`src/rtl/tmc_consts.svh`:
```
// Constants of the timer block: register offsets, fields, reset values, dividers.
// Assumes byte addresses on an APB bus with 32-bit data, one register per word.
`ifndef TMC_CONSTS_SVH
`define TMC_CONSTS_SVH

// Register byte offsets
`define TMC_OFF_CTRL0   8'h00
`define TMC_OFF_CTRL1   8'h04
`define TMC_OFF_CNT_L   8'h08
`define TMC_OFF_CNT_H   8'h0C
`define TMC_OFF_CMPA_L  8'h10
`define TMC_OFF_CMPA_H  8'h14
`define TMC_OFF_CMPB_L  8'h18
`define TMC_OFF_CMPB_H  8'h1C
`define TMC_OFF_CMPP_L  8'h20
`define TMC_OFF_CMPP_H  8'h24
`define TMC_OFF_PINFN0  8'h28
`define TMC_OFF_PINFN1  8'h2C
`define TMC_OFF_OUTINV  8'h30

// Control 0 fields
`define TMC_C0_PAUSE    7
`define TMC_C0_CKS_HI   6
`define TMC_C0_CKS_LO   4
`define TMC_C0_ON       3
// Control 1 fields
`define TMC_C1_MODE_HI  7
`define TMC_C1_MODE_LO  6
`define TMC_C1_IO_HI    5
`define TMC_C1_IO_LO    4
`define TMC_C1_OC       3
`define TMC_C1_POL      2
`define TMC_C1_CCLR     0
`define TMC_C1_MASK     8'hFD

// Pin-function enables, reset values and implemented bits
`define TMC_PINFN0_RST  8'h91
`define TMC_PINFN0_MASK 8'hF3
`define TMC_PINFN1_RST  8'h01
`define TMC_PINFN1_MASK 8'h03
`define TMC_OUTINV_MASK 8'h03
`define TMC_PF0_ENH_A   7
`define TMC_PF0_ENH_B0  4
`define TMC_PF0_CMP_O1  1
`define TMC_PF0_CMP_O0  0
`define TMC_PF1_STD_O1  1
`define TMC_PF1_STD_O0  0

// Clock-source dividers
`define TMC_DIV_SYS     4
`define TMC_DIV_H_LO    16
`define TMC_DIV_H_HI    64

`endif

```
`src/rtl/tmc_pkg.sv`:
```
// Types shared by the timer block files.
// Assumes nothing beyond a SystemVerilog compiler.
package tmc_pkg;
  // Counter clock-source codes
  typedef enum logic [2:0] {
    TMC_CK_SYS4  = 3'h0,
    TMC_CK_SYS   = 3'h1,
    TMC_CK_H16   = 3'h2,
    TMC_CK_H64   = 3'h3,
    TMC_CK_TBC   = 3'h4,
    TMC_CK_RSV   = 3'h5,
    TMC_CK_EXT_R = 3'h6,
    TMC_CK_EXT_F = 3'h7
  } tmc_clk_sel_t;
  // Operating modes
  typedef enum logic [1:0] {
    TMC_M_CMP = 2'h0, TMC_M_UND = 2'h1, TMC_M_PWM = 2'h2, TMC_M_CNT = 2'h3
  } tmc_mode_t;
  // Output action on compare match
  typedef enum logic [1:0] {
    TMC_IO_NONE = 2'h0, TMC_IO_LOW = 2'h1, TMC_IO_HIGH = 2'h2, TMC_IO_TGL = 2'h3
  } tmc_io_t;
endpackage

```
`src/rtl/tmc_tick_if.sv`:
```
// Carries the clock-source choice and the resulting count strobe.
// Assumes both ends run on core_clk.
`timescale 1ns/10ps
`default_nettype none
interface tmc_tick_if;
  import tmc_pkg::*;
  tmc_clk_sel_t clk_select;
  logic         tick;
  modport src  (input clk_select, output tick);
  modport sink (output clk_select, input tick);
endinterface
`default_nettype wire

```
`src/rtl/tmc_clk_sel.sv`:
```
// Counter clock-source selector: dividers, time-base strobe and external pin.
// Assumes high_clk_tick and time_base_clock are one-cycle strobes on core_clk.
`timescale 1ns/10ps
`default_nettype none
`include "tmc_consts.svh"
module tmc_clk_sel
  import tmc_pkg::*;
(
  input  wire logic core_clk,
  input  wire logic rst_n,
  input  wire logic ce,
  input  wire logic high_clk_tick,
  input  wire logic time_base_clock,
  input  wire logic timer_ext_clock_pin,
  tmc_tick_if.src   tk
);
  logic [1:0] sys_div;
  logic [5:0] h_div;
  logic       ext_s1;
  logic       ext_s2;
  logic       ext_s3;

  // System clock divider
  always_ff @(posedge core_clk or negedge rst_n) begin
    if (!rst_n) sys_div <= 2'h0;
    else if (ce) sys_div <= sys_div + 2'h1;
  end

  // High clock divider, advanced by its strobe
  always_ff @(posedge core_clk or negedge rst_n) begin
    if (!rst_n) h_div <= 6'h00;
    else if (ce && high_clk_tick) h_div <= h_div + 6'h01;
  end

  // Two-stage synchroniser plus one edge-history stage
  always_ff @(posedge core_clk or negedge rst_n) begin
    if (!rst_n) begin
      ext_s1 <= 1'b0;
      ext_s2 <= 1'b0;
      ext_s3 <= 1'b0;
    end else if (ce) begin
      ext_s1 <= timer_ext_clock_pin;
      ext_s2 <= ext_s1;
      ext_s3 <= ext_s2;
    end
  end

  // Source mux; the pin reaches the counter only when chosen
  always_comb begin
    unique case (tk.clk_select)
      TMC_CK_SYS4:  tk.tick = (sys_div == 2'(`TMC_DIV_SYS - 1));
      TMC_CK_SYS:   tk.tick = 1'b1;
      TMC_CK_H16:   tk.tick = high_clk_tick && (h_div[3:0] == 4'(`TMC_DIV_H_LO - 1));
      TMC_CK_H64:   tk.tick = high_clk_tick && (h_div == 6'(`TMC_DIV_H_HI - 1));
      TMC_CK_TBC:   tk.tick = time_base_clock;
      TMC_CK_RSV:   tk.tick = 1'b0;                      // Disconnected
      TMC_CK_EXT_R: tk.tick = ext_s2 && !ext_s3;         // One per rising edge
      TMC_CK_EXT_F: tk.tick = !ext_s2 && ext_s3;         // One per falling edge
    endcase
  end
endmodule
`default_nettype wire

```
`src/rtl/tmc_timer.sv`:
```
// Timer channel with byte-buffered counter/compare access and pin-function enables.
// Assumes an APB master on core_clk; pins are synchronous except the external clock.
`timescale 1ns/10ps
`default_nettype none
`include "tmc_consts.svh"
// Operation
// - Counter compared to comparators, match raises interrupt
// - Counter source is selectable among four kinds
// - Reserved clock code stops the counter
// - External pin counts rising or falling edges
// - Compact/standard: interrupts on A and P
// - Enhanced: interrupts on A, B and P
// - External pin used only when selected
// - Match sets, clears or toggles output
// - PWM uses the same output pin
// - Pin enable bit gives pin to timer
// - First pin register layout, bits 3-2 zero
// - Second pin register: bits 7-2 read zero
// - Output pair inversion from port data bits
// - Counter and compares split into two bytes
// - Low bytes pass through one shared buffer
// - High write copies buffer into low byte
// - High read latches low byte into buffer
// - Clock-select code table
module tmc_timer
  import tmc_pkg::*;
#(
  parameter int W    = 10,
  parameter int KIND = 0
) (
  input  wire logic        core_clk,
  input  wire logic        rst_n,
  input  wire logic        ce,
  input  wire logic        psel,
  input  wire logic        penable,
  input  wire logic        pwrite,
  input  wire logic [7:0]  paddr,
  input  wire logic [31:0] pwdata,
  output var  logic [31:0] prdata,
  output logic             pready,
  output logic             pslverr,
  input  wire logic        high_clk_tick,
  input  wire logic        time_base_clock,
  input  wire logic        timer_ext_clock_pin,
  output var  logic        irq_match_a,
  output var  logic        irq_match_b,
  output var  logic        irq_match_p,
  output var  logic [1:0]  timer_output_pin,
  output var  logic [1:0]  timer_output_oe,
  output var  logic [7:0]  pin_function_0,
  output var  logic [7:0]  pin_function_1
);
  localparam int  HW    = W - 8;
  localparam bit  HAS_B = (KIND == 2);

  tmc_tick_if tk ();

  logic [7:0]   ctrl0;
  logic [7:0]   ctrl1;
  logic [7:0]   out_invert;
  logic [W-1:0] cnt;
  logic [W-1:0] cmp_a;
  logic [W-1:0] cmp_b;
  logic [W-1:0] cmp_p;
  logic [7:0]   byte_buf;
  logic [7:0]   snap_low;
  logic         on_q;
  logic         tp_level;
  logic         wr_acc;
  logic         rd_acc;
  logic         setup;
  logic         adv;
  logic         on_rise;
  logic         hit_a;
  logic         hit_b;
  logic         hit_p;
  logic         clr_hit;
  logic         addr_ok;
  logic [7:0]   rd_val;
  logic [7:0]   low_of;
  logic         next_level;
  tmc_mode_t    mode;
  tmc_io_t      io_act;

  // Widen a high part to a byte, upper bits read as zero
  function automatic logic [7:0] hi_byte(input logic [W-1:0] v);
    hi_byte = 8'(v[W-1:8]);
  endfunction

  // Enable bit for this timer's output pin k
  function automatic logic pin_en(input logic [7:0] f0, input logic [7:0] f1,
                                  input int k);
    if (KIND == 2) pin_en = (k == 0) ? f0[`TMC_PF0_ENH_A] : f0[`TMC_PF0_ENH_B0];
    else if (KIND == 1) pin_en = f1[k];
    else pin_en = f0[k];
  endfunction

  tmc_clk_sel u_clk_sel (
    .core_clk            (core_clk),
    .rst_n               (rst_n),
    .ce                  (ce),
    .high_clk_tick       (high_clk_tick),
    .time_base_clock     (time_base_clock),
    .timer_ext_clock_pin (timer_ext_clock_pin),
    .tk                  (tk.src)
  );

  // Field decode and bus phases
  assign tk.clk_select = tmc_clk_sel_t'(ctrl0[`TMC_C0_CKS_HI:`TMC_C0_CKS_LO]);
  assign mode     = tmc_mode_t'(ctrl1[`TMC_C1_MODE_HI:`TMC_C1_MODE_LO]);
  assign io_act   = tmc_io_t'(ctrl1[`TMC_C1_IO_HI:`TMC_C1_IO_LO]);
  assign pready   = ce;                     // Zero wait states; stalls while frozen
  assign setup    = ce && psel && !penable;
  assign wr_acc   = ce && psel && penable && pwrite && addr_ok;
  assign rd_acc   = ce && psel && penable && !pwrite && addr_ok;
  assign pslverr  = psel && penable && !addr_ok;
  assign on_rise  = ctrl0[`TMC_C0_ON] && !on_q;
  assign adv      = ce && ctrl0[`TMC_C0_ON] && !ctrl0[`TMC_C0_PAUSE] && tk.tick;

  // Comparators; a zero period means run to full count
  assign hit_a   = (cnt == cmp_a);
  assign hit_b   = HAS_B && (cnt == cmp_b);
  assign hit_p   = (cmp_p == '0) ? (&cnt) : (cnt == cmp_p);
  assign clr_hit = ctrl1[`TMC_C1_CCLR] ? hit_a : hit_p;

  // Address decode and read data for the setup phase
  always_comb begin
    addr_ok = 1'b1;
    rd_val  = 8'h00;
    low_of  = 8'h00;
    unique case (paddr)
      `TMC_OFF_CTRL0:  rd_val = ctrl0;
      `TMC_OFF_CTRL1:  rd_val = ctrl1;
      `TMC_OFF_CNT_L:  rd_val = byte_buf;
      `TMC_OFF_CNT_H:  begin
        rd_val = hi_byte(cnt);
        low_of = cnt[7:0];
      end
      `TMC_OFF_CMPA_L: rd_val = byte_buf;
      `TMC_OFF_CMPA_H: begin
        rd_val = hi_byte(cmp_a);
        low_of = cmp_a[7:0];
      end
      `TMC_OFF_CMPB_L: begin
        rd_val  = byte_buf;
        addr_ok = HAS_B;
      end
      `TMC_OFF_CMPB_H: begin
        rd_val  = hi_byte(cmp_b);
        low_of  = cmp_b[7:0];
        addr_ok = HAS_B;
      end
      `TMC_OFF_CMPP_L: rd_val = byte_buf;
      `TMC_OFF_CMPP_H: begin
        rd_val = hi_byte(cmp_p);
        low_of = cmp_p[7:0];
      end
      `TMC_OFF_PINFN0: rd_val = pin_function_0;
      `TMC_OFF_PINFN1: rd_val = pin_function_1;
      `TMC_OFF_OUTINV: rd_val = out_invert;
      default:         addr_ok = 1'b0;
    endcase
  end

  // Read data and low-byte snapshot taken together in setup, so a high read
  // and the low byte it latches come from the same counter value
  always_ff @(posedge core_clk or negedge rst_n) begin
    if (!rst_n) begin
      prdata   <= 32'h0000_0000;
      snap_low <= 8'h00;
    end else if (setup) begin
      prdata   <= {24'h00_0000, rd_val};
      snap_low <= low_of;
    end
  end

  // Shared byte buffer: compare low writes fill it, high reads refill it
  always_ff @(posedge core_clk or negedge rst_n) begin
    if (!rst_n) byte_buf <= 8'h00;
    else if (wr_acc && (paddr == `TMC_OFF_CMPA_L || paddr == `TMC_OFF_CMPB_L
                     || paddr == `TMC_OFF_CMPP_L)) byte_buf <= pwdata[7:0];
    else if (rd_acc && (paddr == `TMC_OFF_CNT_H || paddr == `TMC_OFF_CMPA_H
                     || paddr == `TMC_OFF_CMPB_H || paddr == `TMC_OFF_CMPP_H))
      byte_buf <= snap_low;
  end

  // Compare registers load both halves on a high write
  always_ff @(posedge core_clk or negedge rst_n) begin
    if (!rst_n) begin
      cmp_a <= '0;
      cmp_b <= '0;
      cmp_p <= '0;
    end else if (wr_acc) begin
      if (paddr == `TMC_OFF_CMPA_H) cmp_a <= {pwdata[HW-1:0], byte_buf};
      if (paddr == `TMC_OFF_CMPB_H) cmp_b <= {pwdata[HW-1:0], byte_buf};
      if (paddr == `TMC_OFF_CMPP_H) cmp_p <= {pwdata[HW-1:0], byte_buf};
    end
  end

  // Control registers and pin-function enables
  always_ff @(posedge core_clk or negedge rst_n) begin
    if (!rst_n) begin
      ctrl0          <= 8'h00;
      ctrl1          <= 8'h00;
      out_invert     <= 8'h00;
      pin_function_0 <= `TMC_PINFN0_RST;
      pin_function_1 <= `TMC_PINFN1_RST;
    end else if (wr_acc) begin
      unique case (paddr)
        `TMC_OFF_CTRL0:  ctrl0          <= pwdata[7:0];
        `TMC_OFF_CTRL1:  ctrl1          <= pwdata[7:0] & `TMC_C1_MASK;
        `TMC_OFF_OUTINV: out_invert     <= pwdata[7:0] & `TMC_OUTINV_MASK;
        `TMC_OFF_PINFN0: pin_function_0 <= pwdata[7:0] & `TMC_PINFN0_MASK;
        `TMC_OFF_PINFN1: pin_function_1 <= pwdata[7:0] & `TMC_PINFN1_MASK;
        default:         ;
      endcase
    end
  end

  // On-bit history for the off-to-on counter clear
  always_ff @(posedge core_clk or negedge rst_n) begin
    if (!rst_n) on_q <= 1'b0;
    else if (ce) on_q <= ctrl0[`TMC_C0_ON];
  end

  // Free-running counter, cleared by switch-on or by the chosen match
  always_ff @(posedge core_clk or negedge rst_n) begin
    if (!rst_n) cnt <= '0;
    else if (ce && on_rise) cnt <= '0;
    else if (adv) cnt <= clr_hit ? '0 : cnt + W'(1);
  end

  // Match interrupts, one-cycle pulses; B exists only on enhanced
  always_ff @(posedge core_clk or negedge rst_n) begin
    if (!rst_n) begin
      irq_match_a <= 1'b0;
      irq_match_b <= 1'b0;
      irq_match_p <= 1'b0;
    end else if (ce) begin
      irq_match_a <= adv && hit_a;
      irq_match_b <= adv && hit_b;
      irq_match_p <= adv && hit_p;
    end
  end

  // Waveform level: match actions in compare mode, duty in PWM
  always_comb begin
    next_level = tp_level;
    if (on_rise) next_level = ctrl1[`TMC_C1_OC];
    else if (mode == TMC_M_CMP && adv && hit_a) begin
      unique case (io_act)
        TMC_IO_NONE: next_level = tp_level;
        TMC_IO_LOW:  next_level = 1'b0;
        TMC_IO_HIGH: next_level = 1'b1;
        TMC_IO_TGL:  next_level = !tp_level;
      endcase
    end else if (mode == TMC_M_PWM && ctrl0[`TMC_C0_ON])
      next_level = (cnt < cmp_a) ? ctrl1[`TMC_C1_OC] : !ctrl1[`TMC_C1_OC];
  end

  always_ff @(posedge core_clk or negedge rst_n) begin
    if (!rst_n) tp_level <= 1'b0;
    else if (ce) tp_level <= next_level;
  end

  // Pin pair: polarity plus per-pin inversion bit; enable hands the pin over
  always_ff @(posedge core_clk or negedge rst_n) begin
    if (!rst_n) begin
      timer_output_pin <= 2'h0;
      timer_output_oe  <= 2'h0;
    end else if (ce) begin
      for (int k = 0; k < 2; k++) begin
        timer_output_pin[k] <= tp_level ^ ctrl1[`TMC_C1_POL] ^ out_invert[k];
        timer_output_oe[k]  <= pin_en(pin_function_0, pin_function_1, k);
      end
    end
  end
endmodule
`default_nettype wire

```
`config.mk`:
```
export PLATFORM = sky130hd
export DESIGN_NAME = tmc_timer
export DESIGN_NICKNAME = d
export VERILOG_FILES = /design/src/rtl/tmc_pkg.sv /design/src/rtl/tmc_tick_if.sv /design/src/rtl/tmc_clk_sel.sv /design/src/rtl/tmc_timer.sv
export VERILOG_INCLUDE_DIRS = /design/src /design/src/rtl
export SDC_FILE = /design/constraint.sdc
export NUM_CORES = 1
export LEC_CHECK = 0
export BUFFER_PORTS_ARGS = -buffer_cell sky130_fd_sc_hd__buf_4
export CAP_MARGIN = 20
export CORE_AREA = 2 2 116 118
export CTS_CLUSTER_DIAMETER = 40
export DETAILED_ROUTE_END_ITERATION = 16
export DIE_AREA = 0 0 118 120
export PLACE_DENSITY_LB_ADDON = 0.05
export SLEW_MARGIN = 40
export SYNTH_ARGS = -nofsm -noshare
export SYNTH_HDL_FRONTEND = slang
export SYNTH_HIERARCHICAL = 1
export SYNTH_SLANG_ARGS = --single-unit
```
`constraint.sdc`:
```
create_clock -name core_clk -period 2.75 [get_ports core_clk]
set_clock_uncertainty 0.05 [all_clocks]
set_input_delay 0.1375 -clock core_clk [delete_from_list [all_inputs] [get_ports core_clk]]
set_output_delay 0.1375 -clock core_clk [all_outputs]
set_load 0.005 [all_outputs]
```
==> flow_summary.yaml <==
floorplanning:
  dieArea_um2: 14200
  coreArea_um2: 13000
  initial_utilization: 0.442
  io-pin-count: 106
  fp-row-count: 42
  dieWidth_um: 118
  die_y_um: 120
critical_path:
  crit_arrival_ns: 2.63
  worstPathRequired_ns: 2.94
  path_max_fanout: 10
  crit_path_start_kind: "register"
  critPathKind: "register to register"
  worst_setup_path_end_kind: "register"
synthesis:
  synthCells: 539
  yosysUniqueCellTypes: 57
  yosysWarnings: 6
  synthesis.area_um2: 5730
  synth-edff-count: 0
  yosys.area.top_type: "dfrtp_1"
  async_reset_ff_frac: 1.00
  synth_top_area_frac: 0.454
  synthTopCellsByArea: "dfrtp_1, mux2_2, buf_4, nand2_1, o21ai_0"
  ys.flop_type: "dfrtp_1"
  synth.avg_cell_area_um2: 10.6
  synth-seq-cells: 108
  seq_area_frac_synth: 0.472
cts:
  root_buffer: "clkbuf_16"
  clkTransAtPathRegs_ns: 0.07
  cts_sinks: 108
  clk_path_buf_depth: 2
  cts_tree: "built"
  clk_latency_ns: 0.36
  postCtsSetupBuffers: 0
  h-tree-depth: 3
  cts_inserted_buffers: 9
sta:
  fin_crit_ns: 2.44
  rsz0062_at_grt: "no"
  period_share: 0.886
  worstMarginPinSlew_ns: 0.692
  finalSetupTns_ns: 0
  max_slew_margin: 0.536
  setup-violations-final: 0
  finalHoldViolCount: 0
  drv_slew: 0
  fmax_mhz: 411
place:
  place.gp.congestion: 0.803
  port_buffers: 48
  place_hpwl_um: 10400
  placed_area_um2: 6280
pwr:
  cellInternalPower_mw: 2.60
  switching_share: 0.280
  power.leakage_nw: 3.26
  peakVddDrop_mv: 0.279
  powerDensity_nw_per_um2: 544
  p_switching_mw: 1.01
  p_comb_frac: 0.154
  p_seq_frac: 0.500
  p_clk_frac: 0.346
layout:
  final_area_um2: 6630
  syn_to_final_growth_pct: 15.7
  final_util: 0.511
  drive_gt1_frac: 0.267
  final_nets: 664
  n_antenna_cell: 0
  nFillCells: 1230
run:
  max-cap-violations: 0
global_routing:
  grt_pass1_wl_um: 22600
  grt_pass1_vias: 4192
  grt-ovfl-total: 0
  grt_max_degree: 48
  antenna_found_initial: 0
  grt_usage: 0.209
drt:
  drtAntennaViolNets: 0
  routed_via_density: 5.35
  dr.pass1.iters: 5
  drt_iter0_drc: 297
  drcViolationCount: 0
  drt_wl_total_um: 13900
  wl_per_cell_um: 17.8
  vias: 4187
hold_path:
  hold_class: "primary input to register"
status:
  outcome: "finished clean"
==> final timing paths <==
kind                                            from                             to  slack (ns)  depth (start not counted)
worst max-delay path            cmp_a[9]$_DFFE_PN0P_             cnt[0]$_DFFE_PN0P_        0.31                         10
worst min-delay path                       pwdata[5]  pin_function_0[5]$_DFFE_PN0P_        0.02                          2
worst max register to register  cmp_a[9]$_DFFE_PN0P_             cnt[0]$_DFFE_PN0P_        0.31                         10
worst min register to register  cmp_b[8]$_DFFE_PN0P_           cmp_b[8]$_DFFE_PN0P_        0.33                          0
max in group asynchronous                      rst_n  pin_function_0[7]$_DFFE_PN1P_        1.64                          3
min in group asynchronous                      rst_n           cmp_a[8]$_DFFE_PN0P_        0.24                          2
==> kinds of logic after synthesis <==
| family | Yosys count | synth area share |
|---|---|---|
| buf+inv | 78 | 0.0751 |
| xor+xnor | 21 | 0.0321 |
| mux | 52 | 0.102 |
| other cells | 1 | 0.000654 |
| compound gates | 115 | 0.137 |
| simple gates | 151 | 0.152 |
| flops | 108 | 0.472 |
| fa+ha+maj | 13 | 0.0284 |
==> placed cells by master (no fill, tap or decap), types with 9 or more instances in the layout <==
cell	n
mux2_2	48
a21oi_1	18
and3_1	9
buf_4	69
nand2_1	47
dfrtp_1	104
a221oi_1	9
nor2b_1	11
nand3_1	11
clkbuf_16	9
ha_1	13
nor2_1	29
conb_1	33
a22o_1	15
o21ai_0	34
inv_1	18
xor2_1	16
==> flip-flops by register name (all words and copies together) (netlist names), 2 cells and up <==
name	count
pin_function_1	2
pin_function_0	6
ctrl1	7
u_clk_sel/h_div	6
byte_buf	8
cmp_b	10
cmp_a	10
timer_output_oe	2
prdata	8
timer_output_pin	2
ctrl0	8
snap_low	8
cnt	10
out_invert	2
cmp_p	10
u_clk_sel/sys_div	2
==> metrics by stage <==
| step | instances | worst slack (ns) | total power, mW | hold WS, ns |
|---|---|---|---|---|
| after global placement | 759 | 0.323 | 2.36 | 0.0840 |
| after CTS | 783 | 0.265 | 3.66 | 0.00520 |
| after detailed placement | 760 | 0.290 | 2.39 | 0.0845 |
| after floorplan | 571 | 0.623 | 2.18 | -0.208 |
| after global routing | 783 | 0.129 | 3.81 | 0.00335 |
| final | 783 | 0.314 | 3.61 | 0.0155 |
==> metal layers <==
layer	up-vias	track usage	share of wire
met5	-	0	0
met4	0	0.0595	0.013
met3	14	0.0461	0.044
met2	103	0.346	0.49
met1	2080	0.277	0.46
li1	1990	-	-
==> Yosys cell counts (3+ instances only) <==
cell	count
nor2b_1	11
mux2i_1	3
a222oi_1	7
o21ai_1	5
nor4_4	4
nand4_1	4
clkbuf_1	18
nand2b_1	4
mux2_2	48
buf_2	5
nand3_1	11
o21ai_0	34
nor4_1	6
ha_1	13
a22o_1	15
xor2_1	16
nand2_1	47
a21o_1	7
dfstp_2	4
inv_1	18
o22ai_1	6
a221oi_1	9
buf_4	35
dfrtp_1	104
nor2_1	29
xnor2_1	5
and3_1	9
nor3_2	5
a21oi_1	18
==> cell type report <==
| cell class | instances | area [µm²] | area share |
|---|---|---|---|
| multi-input cells | 385 | 2720 | 0.409 |
| flip-flops and latches | 108 | 2710 | 0.408 |
| repair buffers | 79 | 633 | 0.0954 |
| clock buffers | 10 | 239 | 0.0360 |
| well taps | 176 | 220 | 0.0332 |
| inverters | 19 | 71.3 | 0.0108 |
| clock inverters | 6 | 47.5 | 0.00717 |
==> critical path, cell delays in order, from the launching register on <==
cell and delay, ns:
dfrtp_1 0.36, inv_1 0.06, ha_1 0.29, nand3_1 0.15, nor4_1 0.49, buf_4 0.21
nor3b_1 0.06, a31oi_4 0.17, buf_12 0.15, nor2_4 0.06, mux2_4 0.27
==> power groups by stage <==
stage | Combinational, mW | Clock (mW) | Sequential, mW
global route | 0.635 | 1.35 | 1.82
floorplan | 0.362 | 0 | 1.82
finish | 0.555 | 1.25 | 1.80
CTS | 0.563 | 1.29 | 1.81
global placement | 0.533 | 0 | 1.83
detailed placement | 0.552 | 0 | 1.83
==> repair_timing <==
action,in CTS,in global routing
hold buffers,7,0
endpoints found under the hold margin,46,0
resized for setup,0,0
Power figures use the tool's default switching activity.
